### src/pkg/bpd_pkg.sv
// constants and types for the bridge dead-band and shutdown stage
`default_nettype none
package bpd_pkg;
  // ****************************************
  // register map (plain port, 3-bit address)
  // ****************************************
  localparam logic [2:0] ADDR_DB   = 3'h0;
  localparam logic [2:0] ADDR_SD   = 3'h1;
  localparam logic [2:0] ADDR_MAIN = 3'h2;
  localparam logic [2:0] ADDR_PER  = 3'h3;
  localparam logic [2:0] ADDR_DUTY = 3'h4;
  localparam logic [2:0] ADDR_STAT = 3'h5;
  localparam logic [2:0] ADDR_TMR  = 3'h6;
  localparam logic [7:0] REG_RST   = 8'h00;
  // ****************************************
  // field positions
  // ****************************************
  localparam int DB_RESTART_BIT  = 7;
  localparam int DB_CNT_MSB      = 6;
  localparam int SD_FLAG_BIT     = 7;
  localparam int SD_SRC_MSB      = 6;
  localparam int SD_SRC_LSB      = 4;
  localparam int SD_AC_MSB       = 3;
  localparam int SD_AC_LSB       = 2;
  localparam int SD_BD_MSB       = 1;
  localparam int SD_BD_LSB       = 0;
  localparam int MAIN_CFG_MSB    = 7;
  localparam int MAIN_CFG_LSB    = 6;
  localparam int MAIN_TMR_ON_BIT = 2;
  localparam int MAIN_POL_AC_BIT = 1;
  localparam int MAIN_POL_BD_BIT = 0;
  localparam int STAT_TFLAG_BIT  = 0;
  localparam int STAT_COND_BIT   = 1;
  // ****************************************
  // codes and timing
  // ****************************************
  localparam logic [1:0] SS_HIGH    = 2'h1;
  localparam int         SS_TRI_BIT = 1;
  // one instruction cycle is four oscillator (clk) periods
  localparam int         TCY_OSC    = 4;
  localparam logic [1:0] TCY_LAST   = 2'(TCY_OSC - 1);
  localparam logic [6:0] DB_MAX     = 7'h7F;
  typedef enum logic [1:0] {
    BPD_CFG_SINGLE,
    BPD_CFG_HALF,
    BPD_CFG_FWD,
    BPD_CFG_REV
  } bpd_cfg_t;
endpackage : bpd_pkg
`default_nettype wire

### src/rtl/bpd_bridge_pwm.sv
// bridge pwm stage with dead-band delay and auto-shutdown
`timescale 1ns/100ps
`default_nettype none
module bpd_bridge_pwm (
  input  wire logic       clk,
  input  wire logic       reset_n,
  input  wire logic [2:0] addr,
  input  wire logic [7:0] wdata,
  input  wire logic       wr_en,
  input  wire logic       rd_en,
  output logic      [7:0] rdata,
  input  wire logic       fault_in_n,
  input  wire logic       cmp1_out,
  input  wire logic       cmp2_out,
  output logic            bridge_out_a,
  output logic            bridge_out_b,
  output logic            bridge_out_c,
  output logic            bridge_out_d,
  output logic            bridge_oe_a,
  output logic            bridge_oe_b,
  output logic            bridge_oe_c,
  output logic            bridge_oe_d
);

  // ****************************************
  // functions
  // ****************************************
  // next dead-band count: cleared while the raw drive is inactive
  function automatic logic [6:0] db_step(
    input logic       raw,
    input logic [6:0] cnt,
    input logic       tick
  );
    logic [6:0] r;
    r = cnt;
    if (!raw) begin
      r = 7'h00;
    end else if (tick && cnt != bpd_pkg::DB_MAX) begin
      r = cnt + 7'h01;
    end
    return r;
  endfunction : db_step

  function automatic logic ss_level(input logic [1:0] s);
    return s == bpd_pkg::SS_HIGH;
  endfunction : ss_level

  function automatic logic ss_drive(input logic [1:0] s);
    return !s[bpd_pkg::SS_TRI_BIT];
  endfunction : ss_drive

  // ****************************************
  // registers
  // ****************************************
  logic [7:0] db_q;
  logic [7:0] sd_q;
  logic [7:0] main_q;
  logic [7:0] per_q;
  logic [7:0] duty_q;
  logic [7:0] duty_buf_q;
  logic [7:0] timer_q;
  logic [1:0] div_q;
  logic       tflag_q;
  logic       flag_q;
  logic       flag_d;
  logic       held_q;
  logic       pwm_q;
  logic [6:0] cnt_a_q;
  logic [6:0] cnt_b_q;
  logic [3:0] act_q;
  logic [7:0] rdata_q;

  // ****************************************
  // decode
  // ****************************************
  wire        wr_db    = wr_en && addr == bpd_pkg::ADDR_DB;
  wire        wr_sd    = wr_en && addr == bpd_pkg::ADDR_SD;
  wire        wr_main  = wr_en && addr == bpd_pkg::ADDR_MAIN;
  wire        wr_per   = wr_en && addr == bpd_pkg::ADDR_PER;
  wire        wr_duty  = wr_en && addr == bpd_pkg::ADDR_DUTY;
  wire        wr_stat  = wr_en && addr == bpd_pkg::ADDR_STAT;
  wire        restart  = db_q[bpd_pkg::DB_RESTART_BIT];
  wire [6:0]  db_cnt   = db_q[bpd_pkg::DB_CNT_MSB:0];
  wire [2:0]  src_sel  = sd_q[bpd_pkg::SD_SRC_MSB:bpd_pkg::SD_SRC_LSB];
  wire [1:0]  ss_ac    = sd_q[bpd_pkg::SD_AC_MSB:bpd_pkg::SD_AC_LSB];
  wire [1:0]  ss_bd    = sd_q[bpd_pkg::SD_BD_MSB:bpd_pkg::SD_BD_LSB];
  wire        tmr_on   = main_q[bpd_pkg::MAIN_TMR_ON_BIT];
  wire        pol_ac   = main_q[bpd_pkg::MAIN_POL_AC_BIT];
  wire        pol_bd   = main_q[bpd_pkg::MAIN_POL_BD_BIT];
  wire [1:0]  cfg_bits = main_q[bpd_pkg::MAIN_CFG_MSB:bpd_pkg::MAIN_CFG_LSB];
  bpd_pkg::bpd_cfg_t cfg;
  assign cfg = bpd_pkg::bpd_cfg_t'(cfg_bits);
  wire        half     = cfg == bpd_pkg::BPD_CFG_HALF;

  // ****************************************
  // shutdown sources
  // ****************************************
  // comparators stay level: they block clearing for as long as they hold
  wire        src_flt  = src_sel[2] && !fault_in_n;
  wire        src_c1   = src_sel[0] && cmp1_out;
  wire        src_c2   = src_sel[1] && cmp2_out;
  wire        cond     = src_flt || src_c1 || src_c2;

  // ****************************************
  // instruction-cycle divider and period timer
  // ****************************************
  wire        tick     = div_q == bpd_pkg::TCY_LAST;
  wire        tstep    = tick && tmr_on;
  wire        at_limit = timer_q == per_q;
  wire        pstart   = tstep && at_limit;

  always_ff @(posedge clk) begin
    if (!reset_n) begin
      div_q <= 2'h0;
    end else begin
      div_q <= div_q + 2'h1;
    end
  end

  always_ff @(posedge clk) begin
    if (!reset_n) begin
      timer_q    <= bpd_pkg::REG_RST;
      duty_buf_q <= bpd_pkg::REG_RST;
    end else if (pstart) begin
      timer_q    <= bpd_pkg::REG_RST;
      duty_buf_q <= duty_q;
    end else if (tstep) begin
      timer_q    <= timer_q + 8'h01;
    end
  end

  // every rollover is a new period; the first marks the second period
  always_ff @(posedge clk) begin
    if (!reset_n) begin
      tflag_q <= 1'b0;
    end else if (pstart) begin
      tflag_q <= 1'b1;
    end else if (wr_stat) begin
      tflag_q <= wdata[bpd_pkg::STAT_TFLAG_BIT];
    end
  end

  // ****************************************
  // software registers
  // ****************************************
  always_ff @(posedge clk) begin
    if (!reset_n) begin
      db_q   <= bpd_pkg::REG_RST;
      main_q <= bpd_pkg::REG_RST;
      per_q  <= bpd_pkg::REG_RST;
      duty_q <= bpd_pkg::REG_RST;
    end else begin
      if (wr_db) begin
        db_q <= wdata;
      end
      if (wr_main) begin
        main_q <= wdata;
      end
      if (wr_per) begin
        per_q <= wdata;
      end
      if (wr_duty) begin
        duty_q <= wdata;
      end
    end
  end

  // flag bit lives in flag_q; the rest of the byte is plain storage
  always_ff @(posedge clk) begin
    if (!reset_n) begin
      sd_q <= bpd_pkg::REG_RST;
    end else if (wr_sd) begin
      sd_q <= wdata;
    end
  end

  // ****************************************
  // shutdown event flag
  // ****************************************
  // a live cause wins over any clear, software or automatic
  always_comb begin
    flag_d = flag_q;
    if (wr_sd) begin
      flag_d = wdata[bpd_pkg::SD_FLAG_BIT];
    end else if (restart && !cond) begin
      flag_d = 1'b0;
    end
    if (cond) begin
      flag_d = 1'b1;
    end
  end

  always_ff @(posedge clk) begin
    if (!reset_n) begin
      flag_q <= 1'b0;
    end else begin
      flag_q <= flag_d;
    end
  end

  // keeps the outputs parked until a period starts with the flag clear
  always_ff @(posedge clk) begin
    if (!reset_n) begin
      held_q <= 1'b0;
    end else if (flag_q) begin
      held_q <= 1'b1;
    end else if (pstart) begin
      held_q <= 1'b0;
    end
  end

  // ****************************************
  // pwm and dead-band
  // ****************************************
  wire        raw_a = pwm_q;
  wire        raw_b = tmr_on && !pwm_q;
  wire        dly_a = raw_a && cnt_a_q >= db_cnt;
  wire        dly_b = raw_b && cnt_b_q >= db_cnt;

  always_ff @(posedge clk) begin
    if (!reset_n) begin
      pwm_q   <= 1'b0;
      cnt_a_q <= 7'h00;
      cnt_b_q <= 7'h00;
    end else begin
      if (tick) begin
        pwm_q <= tmr_on && timer_q < duty_buf_q;
      end
      cnt_a_q <= db_step(raw_a, cnt_a_q, tick);
      cnt_b_q <= db_step(raw_b, cnt_b_q, tick);
    end
  end

  // active levels per pin, order {d, c, b, a}; only half mode sees the dead-band
  wire [3:0]  act_d = (cfg == bpd_pkg::BPD_CFG_SINGLE) ? {3'h0, raw_a} :
                      (cfg == bpd_pkg::BPD_CFG_HALF)   ? {2'h0, dly_b, dly_a} :
                      (cfg == bpd_pkg::BPD_CFG_FWD)    ? {raw_a, 2'h0, tmr_on} :
                                                         {1'b0, tmr_on, raw_a, 1'b0};

  always_ff @(posedge clk) begin
    if (!reset_n) begin
      act_q <= 4'h0;
    end else begin
      act_q <= act_d;
    end
  end

  // ****************************************
  // pins
  // ****************************************
  // the shutdown path bypasses every flop so a fault acts at once
  wire shut = cond || flag_q || held_q;

  assign bridge_out_a = shut ? ss_level(ss_ac) : act_q[0] ^ pol_ac;
  assign bridge_out_c = shut ? ss_level(ss_ac) : act_q[2] ^ pol_ac;
  assign bridge_out_b = shut ? ss_level(ss_bd) : act_q[1] ^ pol_bd;
  assign bridge_out_d = shut ? ss_level(ss_bd) : act_q[3] ^ pol_bd;
  assign bridge_oe_a  = !shut || ss_drive(ss_ac);
  assign bridge_oe_c  = !shut || ss_drive(ss_ac);
  assign bridge_oe_b  = !shut || ss_drive(ss_bd);
  assign bridge_oe_d  = !shut || ss_drive(ss_bd);

  // ****************************************
  // read port
  // ****************************************
  // unmapped addresses read as zero
  wire [7:0]  rd_mux = (addr == bpd_pkg::ADDR_DB)   ? db_q :
                       (addr == bpd_pkg::ADDR_SD)   ? {flag_q, sd_q[bpd_pkg::SD_SRC_MSB:0]} :
                       (addr == bpd_pkg::ADDR_MAIN) ? main_q :
                       (addr == bpd_pkg::ADDR_PER)  ? per_q :
                       (addr == bpd_pkg::ADDR_DUTY) ? duty_q :
                       (addr == bpd_pkg::ADDR_STAT) ? {6'h00, cond, tflag_q} :
                       (addr == bpd_pkg::ADDR_TMR)  ? timer_q :
                                                      8'h00;

  always_ff @(posedge clk) begin
    if (!reset_n) begin
      rdata_q <= 8'h00;
    end else begin
      rdata_q <= rd_en ? rd_mux : 8'h00;
    end
  end
  assign rdata = rdata_q;
endmodule : bpd_bridge_pwm
`default_nettype wire

### config.mk
export PLATFORM = sky130hd
export DESIGN_NAME = bpd_bridge_pwm
export DESIGN_NICKNAME = d
export VERILOG_FILES = /design/src/pkg/bpd_pkg.sv /design/src/rtl/bpd_bridge_pwm.sv
export SDC_FILE = /design/constraint.sdc
export NUM_CORES = 1
export LEC_CHECK = 0
export BUFFER_PORTS_ARGS = -buffer_cell sky130_fd_sc_hd__buf_2
export CORE_MARGIN = 4
export CORE_UTILIZATION = 50
export DETAILED_ROUTE_END_ITERATION = 16
export PLACE_DENSITY_LB_ADDON = 0.3
export RECOVER_POWER = 50
export SETUP_SLACK_MARGIN = 0.4
export SYNTH_ARGS = -nofsm -noshare
export SYNTH_HDL_FRONTEND = slang
export SYNTH_SLANG_ARGS = --single-unit
### constraint.sdc
create_clock -name clk -period 2.93 [get_ports clk]
set_input_delay 0.586 -clock clk [delete_from_list [all_inputs] [get_ports clk]]
set_output_delay 0.586 -clock clk [all_outputs]
set_load 0.02 [all_outputs]
==> results_dict.tcl, run 1 <==
set metrics [dict create \
    cts_tree "done" \
    crit_arrival_ns 2.80 \
    ys_ff_latch 87 \
    postLayoutCellArea_mm2 0.00483 \
    clkTransAtPathRegs_ns 0.09 \
    multi_input_area_mm2 0.00245 \
    synth_cells 498 \
    dp_hpwl_um 7540 \
    async_flop_share 0 \
    ant_nets 0 \
    synth_most_common_cell "dfxtp_1" \
    yosysSeqAreaShare 0.395 \
    synth_edf_count 0 \
    critPathLaunchType "input pin" \
    regArea_mm2 0.00174 \
    antenna_found_initial 0 \
    power.leakage_nw 1.83 \
    ff2ff_setup_slack_ns 1.14 \
    vdd_drop_max_uv 259 \
    hp-class "reg2reg" \
    grtUsageTotal 0.204 \
    period_minus_slack_ns 2.54 \
    critPathCaptureType "register" \
    grt_max_degree 35 \
    yosys.area.top_type_share 0.395 \
    wl_per_cell_um 15.7 \
    layout.nets 571 \
    drv_cap 0 \
    synth_flop_cell "dfxtp_1" \
    worstPathMaxFanout 18 \
    path_class "in2reg" \
    fp.coreArea_mm2 0.00864 \
    numCtsBuffers 9 \
    synthesis.nets 544 \
    wl_um 10000 \
    placement_rows 34 \
    grt_setup_unrepaired "no" \
    boundaryPins 34 \
    fin_skew_ns 0.0126 \
    overflow 0 \
    slew_headroom 0.158 \
    setup_viol 0 \
    drive_gt1_frac 0.0887 \
    port_buffers 33 \
    globalplace.congestion 0.905 \
    status "finished, final reports clean" \
    hold_violations 0 \
    drcViolationCount 0 \
    worst_pin_slew_ns 1.26 \
    drt-vias-per-instance 5.47 \
    dr_total_vias 3493 \
    report.final.slew_viol_count 0 \
    timing.rr.start "div_q[0]$_SDFF_PN0_" \
    grt_pass1_vias 3381 \
    fin_util 0.559 \
    cts_max_level 3 \
    synthTopCellsByArea "dfxtp_1, ha_1, mux2i_1" \
    synth_cell_type_count 50 \
    yosysWarningCount 0 \
    die_height_um 102 \
    die_w_um 102 \
    crit_required_ns 3.18 \
    fin_ws_ns 0.386 \
    grt_pass1_wl_um 16600 \
    yosysTopAreaCell "dfxtp_1" \
    critPathLaunch "addr[1]" \
    cts_sinks 87 \
    final.setup.tns_ns 0 \
    r2r-end "cnt_b_q[3]$_SDFFE_PN0P_" \
    dpl_cell_area_mm2 0.00463 \
    start_util 0.511 \
    drtPass1Iterations 5 \
    fin_crit_sh 0.868 \
    post-place-cells 620 \
    cts_buffer_depth 2 \
    syn_area_per_cell_um2 8.86 \
    netlist_area_mm2 0.00441 \
    cp-endpoint "flag_q$_SDFFE_PN0P_" \
    root_buffer "clkbuf_8" \
    fill_cells 812 \
    syn_to_final_growth_pct 9.53 \
    synth_common_cells "dfxtp_1, nand2_1, nor2_1" \
    die_area_mm2 0.0104 \
    drt-initial-drc-count 185 \
    dp_slack_ns 0.330 \
    diodes 0 \
    max_freq_mhz 393 \
    power.density_mw_per_mm2 479 \
    insertion_delay_ns 0.36 \
    ff2ff_path_depth 6 \
    postCtsHoldBufs 0 \
    fin_cells 638 \
]
[sequential cells by signal, indices dropped and copies added (netlist names)]
signal	flops
rdata	8
db_q	8
sd_q	7
flag_q	1
duty_buf_q	8
duty_q	8
per_q	8
tflag_q	1
act_q	4
main_q	8
timer_q	8
pwm_q	1
cnt_b_q	7
cnt_a_q	7
div_q	2
held_q	1
[metal layers]
| metal | wire length [um] | up-vias | GRT usage |
|---|---|---|---|
| met1 | 4450 | 1642 | 0.269 |
| met3 | 552 | 18 | 0.0334 |
| li1 | - | 1754 | - |
| met4 | 196 | 0 | 0.0656 |
| met2 | 4830 | 79 | 0.342 |
| met5 | 0 | - | 0 |
[worst max-delay path, cell delays in order]
cell      delay [ns]
clkbuf_1        0.44
nor3b_1         1.01
and2_1          0.45
nor3b_1         0.09
a21oi_1         0.13
a21boi_1        0.08
[cell type report]
type,instances,share of cell area
multi-input combinational,365,0.507
sequential,87,0.361
timing repair buffer,39,0.0389
clock buffer,10,0.0285
tap,108,0.0280
clock inverter,6,0.0194
inverter,23,0.0179
[cell usage in the layout (no fill, tap or decap), types with 12 or more instances in the layout]
cell type and n:
buf_2 24, a21boi_1 22, dfxtp_1 87, clkbuf_1 12, inv_1 23, ha_1 28
nor2_1 39, mux2i_1 35, nor2b_1 18, xor2_1 14, nand2_1 83, xnor2_1 15
[how the worst min path moves through the flow]
stage | startpoint | end | slack (ns) | cells after the start
finish | div_q[0]$_SDFF_PN0_ | div_q[0]$_SDFF_PN0_ | 0.43 | 1
global route | div_q[0]$_SDFF_PN0_ | div_q[0]$_SDFF_PN0_ | 0.45 | 1
CTS | div_q[0]$_SDFF_PN0_ | div_q[0]$_SDFF_PN0_ | 0.43 | 1
detailed placement | div_q[0]$_SDFF_PN0_ | div_q[0]$_SDFF_PN0_ | 0.42 | 1
global placement | div_q[0]$_SDFF_PN0_ | div_q[0]$_SDFF_PN0_ | 0.41 | 1
floorplan | div_q[0]$_SDFF_PN0_ | div_q[0]$_SDFF_PN0_ | 0.40 | 1
[cells by family (layout without fill, tap and decap cells)]
group / count (synthesis) / in the layout / share of synthesized area
muxes: 35 / 35 / 0.0794
xor gates and xnor gates: 29 / 29 / 0.0576
and+or+nand+nor: 188 / 188 / 0.203
DFF: 87 / 87 / 0.395
buffers and inverters: 46 / 78 / 0.0465
AOI/OAI and AO/OA: 85 / 85 / 0.139
adders and majority gates: 28 / 28 / 0.0794
[per-stage QoR]
stage	total power, W	hold WS, ns
final	0.00231	0.428
after global routing	0.00240	0.446
after CTS	0.00233	0.430
after detailed placement	0.00140	0.417
after global placement	0.00139	0.408
after floorplan	0.00135	0.398
[timing repair]
item / in CTS / in global routing
setup endpoints to repair: 4 / 2
pin swaps: 1 / 0
setup buffers: 2 / 0
gates cloned: 0 / 0
resized for setup: 0 / 2
[power breakdown]
part           internal (W)  switching, W
Clock              0.000508      0.000436
Sequential          0.00120     0.0000143
Combinational     0.0000613     0.0000957
Total               0.00177      0.000546
Note: power is estimated with default switching activity, not from simulation.
==> run 2: changes to the inputs <==
==> constraint.sdc (replaced) <==
create_clock -name clk -period 3.14 [get_ports clk]
set_input_delay 0.628 -clock clk [delete_from_list [all_inputs] [get_ports clk]]
set_output_delay 0.628 -clock clk [all_outputs]
set_load 0.02 [all_outputs]
==> run 2 against run 1 <==
Net effect:
- critical path depth is 1 lower
- final cell count is 0.47% lower
- die area stayed put
- highest routed layer unchanged
- largest power group unchanged
==> results_dict.tcl, run 2 (synthesis results as in run 1) <==
set metrics [dict create \
    hp-class "reg2reg" \
    fin_skew_ns 0.0147 \
    wl_per_cell_um 15.7 \
    dp_hpwl_um 7410 \
    crit_family "buffers and inverters" \
    path_depth 5 \
    p_total_w 0.00229 \
    postLayoutCellArea_mm2 0.00487 \
    drv_cap 0 \
    cts_sinks 87 \
    cp_slowest_cell "clkbuf_1" \
    ant_nets 0 \
    grt_pass1_vias 3283 \
    fp.coreArea_mm2 0.00864 \
    period_minus_slack_ns 2.46 \
    globalplace.congestion 0.887 \
    status "finished, final reports clean" \
    drcViolationCount 0 \
    multi_input_area_mm2 0.00247 \
    fin_crit_sh 0.783 \
    start_util 0.511 \
    cts_max_level 3 \
    ff2ff_path_depth 6 \
    grtUsageTotal 0.200 \
    die_height_um 102 \
    setup_viol 0 \
    drt-initial-drc-count 135 \
    power.leakage_nw 1.85 \
    numCtsBuffers 9 \
    max_stage_delay_ns 1.03 \
    critPathLaunchType "input pin" \
    antenna_found_initial 0 \
    hold_violations 0 \
    cpMostUsedCell "nand2_1" \
    power.density_mw_per_mm2 469 \
    drt-vias-per-instance 5.52 \
    crit_chain "clkbuf_1 -> nand2_1 -> a21oi_1 -> nand2_1 -> a221oi_1" \
    wl_um 10000 \
    report.final.slew_viol_count 0 \
    max_freq_mhz 407 \
    layout_commonest_cell "dfxtp_1" \
    final.setup.tns_ns 0 \
    root_buffer "clkbuf_8" \
    die_w_um 102 \
    cts_buffer_depth 2 \
    port_buffers 33 \
    drtPass1Iterations 4 \
    grt_pass1_wl_um 16100 \
    critPathCaptureType "register" \
    insertion_delay_ns 0.36 \
    fill_cells 802 \
    overflow 0 \
    vdd_drop_max_uv 248 \
    final_cell_mix "dfxtp_1, nand2_1, nor2_1" \
    cp_num_buf_inv 1 \
    dr_total_vias 3504 \
    placement_rows 34 \
    whs_path_depth 1 \
    clkTransAtPathRegs_ns 0.09 \
    ff2ff_setup_slack_ns 1.35 \
    grt_max_degree 42 \
    dpl_cell_area_mm2 0.00462 \
    worstPathMaxFanout 41 \
    cts_tree "done" \
    crit_arrival_ns 2.73 \
    path_class "in2reg" \
    diodes 0 \
    worst_pin_slew_ns 1.46 \
    slew_headroom 0.0282 \
    drive_gt1_frac 0.0930 \
    boundaryPins 34 \
    grt_setup_unrepaired "no" \
    regArea_mm2 0.00174 \
    syn_to_final_growth_pct 10.5 \
    die_area_mm2 0.0104 \
    crit_required_ns 3.41 \
    layout.nets 569 \
]
[run 2: timing repair]
action	CTS	global route
buffers inserted	0	1
endpoints found under the setup margin	0	4
hold buffers	0	0
gates resized for setup	0	1
[run 2: metrics by stage]
stage / setup WS (ns) / hold WS [ns] / cells / utilization
finish: 0.680 / 0.433 / 635 / 0.564
global route: 0.366 / 0.451 / 635 / 0.564
CTS: 0.438 / 0.430 / 634 / 0.565
detailed placement: 0.444 / 0.415 / 619 / 0.535
global placement: 0.488 / 0.408 / 619 / 0.535
floorplan: 0.702 / 0.398 / 498 / -
[run 2: per-layer routing]
metal  GRT usage  vias to the layer above  part of all wire
met5           0                        -                 0
li1            -                     1755                 -
met1       0.260                     1644              0.45
met2       0.325                       83              0.48
met3      0.0437                       22             0.052
met4      0.0787                        0             0.023
[run 2: path summary, 6_finish.rpt]
kind,from,end
setup / recovery,reset_n,rdata[0]$_SDFF_PN0_
hold / removal,div_q[0]$_SDFF_PN0_,div_q[0]$_SDFF_PN0_
setup reg to reg,div_q[0]$_SDFF_PN0_,timer_q[7]$_SDFFE_PP0P_
hold reg to reg,div_q[0]$_SDFF_PN0_,div_q[0]$_SDFF_PN0_
[run 2: where the power goes]
group          leakage [nW]  switching, W  internal, W
logic                  1.02     0.0000891    0.0000573
registers             0.703     0.0000132      0.00112
clock network         0.129      0.000404     0.000605
[run 2: final cells by class]
| class | count | share of cell area |
|---|---|---|
| Multi-Input combinational cell | 365 | 0.507 |
| Sequential cell | 87 | 0.357 |
| Timing Repair Buffer | 37 | 0.0370 |
| Tap cell | 108 | 0.0277 |
| Clock inverter | 6 | 0.0275 |
| Clock buffer | 9 | 0.0254 |
| Inverter | 23 | 0.0177 |
[run 2: worst reg2reg max path: cells and delay by family, from the launching register on]
kind,cells,cell delay [ns]
xor+xnor,1,0.14
fa+ha+maj,1,0.29
simple gates,4,0.92
flops,1,0.34
==> run 3: changes to the inputs <==
--- a/config.mk
+++ b/config.mk
@@ -5,6 +5,7 @@
 export SDC_FILE = /design/constraint.sdc
 export NUM_CORES = 1
 export LEC_CHECK = 0
+export ABC_AREA = 1
 export BUFFER_PORTS_ARGS = -buffer_cell sky130_fd_sc_hd__buf_2
 export CORE_MARGIN = 4
 export CORE_UTILIZATION = 50
==> constraint.sdc (replaced) <==
create_clock -name clk -period 2.45 [get_ports clk]
set_input_delay 0.49 -clock clk [delete_from_list [all_inputs] [get_ports clk]]
set_output_delay 0.49 -clock clk [all_outputs]
set_load 0.02 [all_outputs]
==> run 3 against run 2 <==
Net effect:
- flip-flop and latch count unchanged
- combinational power grew 84%
- largest cell class unchanged
- critical path type unchanged
- largest power group unchanged
- total power up 23%
==> results_dict.tcl, run 3 <==
set metrics [dict create \
    wl_per_cell_um 14.4 \
    syn_to_final_growth_pct 9.99 \
    grt_pass1_vias 3873 \
    whs_path_depth 3 \
    cp_slowest_cell "clkbuf_1" \
    critPathLaunch "reset_n" \
    insertion_delay_ns 0.37 \
    globalplace.congestion 0.864 \
    synth_cells 623 \
    period_minus_slack_ns 2.07 \
    worst_pin_slew_ns 0.740 \
    dr_total_vias 4158 \
    die_height_um 103 \
    p_total_w 0.00280 \
    max_stage_delay_ns 0.57 \
    drcViolationCount 0 \
    layout.nets 704 \
    overflow 0 \
    synth_cell_type_count 37 \
    root_buffer "clkbuf_8" \
    die_w_um 103 \
    synth_most_common_cell "nand2_1" \
    fp.coreArea_mm2 0.00876 \
    fin_crit_sh 0.846 \
    cts_sinks 87 \
    wl_um 11100 \
    yosys.area.top_type_share 0.384 \
    top_layer_used "met4" \
    fin_skew_ns 0.0231 \
    boundaryPins 34 \
    grt_pass1_wl_um 18200 \
    syn_area_per_cell_um2 7.28 \
    crit_required_ns 2.74 \
    p_int_w 0.00203 \
    port_buffers 33 \
    cpMostUsedCell "clkbuf_1" \
    numCtsBuffers 9 \
    ff2ff_setup_slack_ns 0.72 \
    m1WireLength_um 5090 \
    power.density_mw_per_mm2 562 \
    clkTransAtPathRegs_ns 0.11 \
    placement_rows 34 \
    fill_cells 836 \
    synthesis.nets 669 \
    setup_viol 0 \
    critPathCaptureType "register" \
    multi_input_area_mm2 0.00239 \
    switching_power_w 0.000777 \
    power_frac_seq 0.524 \
    max_freq_mhz 482 \
    hold_violations 0 \
    wl_met3_um 461 \
    synth_flop_cell "dfxtp_1" \
    layout_commonest_cell "nand2_1" \
    cts_tree "done" \
    drt-vias-per-instance 5.39 \
    cts_max_level 3 \
    status "finished, final reports clean" \
    r2r-end "timer_q[6]$_SDFFE_PP0P_" \
    cts_buffer_depth 2 \
    p_sw_frac 0.277 \
    grt_max_degree 26 \
    async_flop_share 0 \
    dp_slack_ns 0.494 \
    fin_ws_ns 0.377 \
    vdd_drop_max_uv 410 \
    min_from "rd_en" \
    drive_gt1_frac 0.112 \
    postCtsHoldBufs 0 \
    start_util 0.518 \
    yosysTopAreaCell "dfxtp_1" \
    worstPathMaxFanout 25 \
    pwr-share-clk 0.380 \
    crit_chain "clkbuf_1 -> buf_4 -> clkbuf_1 -> o21ai_0 -> nor2_1" \
    grt_setup_unrepaired "yes" \
    report.final.slew_viol_count 0 \
    holdPathEnd "rdata[0]$_SDFF_PN0_" \
    drtPass1Iterations 4 \
    hp-class "in2reg" \
    regArea_mm2 0.00175 \
    combPwrFrac 0.096 \
    dp_hpwl_um 8650 \
    netlist_area_mm2 0.00454 \
    critPathLaunchType "input pin" \
    synthTopCellsByArea "dfxtp_1, nand2_1, ha_1" \
    yosysWarningCount 0 \
    drv_cap 0 \
    power.leakage_nw 2.07 \
    final_cell_mix "nand2_1, dfxtp_1, inv_1" \
    timing.rr.start "div_q[0]$_SDFF_PN0_" \
    synth_edf_count 0 \
    diodes 0 \
    grtUsageTotal 0.218 \
    drt-initial-drc-count 197 \
    slew_headroom 0.507 \
    final.setup.tns_ns 0 \
    synth_common_cells "nand2_1, dfxtp_1, inv_1" \
    ant_nets 0 \
    dr_wl_met2_um 5370 \
    ys_ff_latch 87 \
    antenna_found_initial 0 \
    die_area_mm2 0.0107 \
    ff2ff_path_depth 8 \
    crit_arrival_ns 2.37 \
    yosysSeqAreaShare 0.384 \
    path_class "in2reg" \
]
run 3: worst max-delay path: cells and delay by family:
kind / cells / cell delay (ns)
simple gates: 1 / 0.14
compound gates: 1 / 0.23
buf+inv: 3 / 1.49
run 3: cell type report:
class | instances | share of cell area
repair buffers | 36 | 0.0356
inverters | 88 | 0.0670
well taps | 108 | 0.0271
clock inverters | 7 | 0.0171
multi-input cells | 436 | 0.479
flip-flops and latches | 87 | 0.350
clock buffers | 9 | 0.0248
run 3: worst max path at each step:
stage,endpoint,slack [ns],cells past startpoint
floorplan,bridge_out_a,0.57,6
global placement,bridge_out_b,0.59,8
detailed placement,bridge_out_a,0.49,7
CTS,bridge_out_a,0.41,6
global route,main_q[5]$_SDFFE_PN0P_,0.20,5
finish,main_q[0]$_SDFFE_PN0P_,0.38,5
run 3: logic make-up (layout without fill, tap and decap cells):
kind of cell | Yosys count | after routing | synth area share
and+or+nand+nor | 239 | 239 | 0.235
adders and majority gates | 28 | 28 | 0.0772
buffers and inverters | 100 | 140 | 0.0916
DFF | 87 | 87 | 0.384
xor gates and xnor gates | 16 | 16 | 0.0309
AOI/OAI and AO/OA | 153 | 153 | 0.181
run 3: metal layers:
layer / up-vias / global-route usage
met5: - / 0
met4: 0 / 0.0747
met3: 17 / 0.0389
met2: 95 / 0.372
met1: 1926 / 0.278
li1: 2120 / -
run 3: metrics by stage:
stage               std cells  utilization  instance area (um^2)  hold slack [ns]
finish                    771        0.569                  4990            0.393
global route              771        0.569                  4990            0.405
CTS                       770        0.569                  4980            0.388
detailed placement        754        0.544                  4770            0.418
global placement          754        0.544                  4770            0.409
floorplan                 623            -                  4540            0.399
run 3: timing repair:
| item | in CTS | in global routing |
|---|---|---|
| setup endpoints to repair | 4 | 4 |
| resized for setup | 2 | 9 |
| hold endpoints to repair | 0 | 0 |
| buffers inserted | 0 | 1 |
run 3: power groups by stage:
stage                     clock network, W  logic (W)  registers, W
after floorplan                          0   0.000179       0.00150
after CTS                          0.00108   0.000266       0.00147
after global placement                   0   0.000254       0.00150
after global routing               0.00114   0.000302       0.00147
final                              0.00107   0.000268       0.00147
after detailed placement                 0   0.000263       0.00150
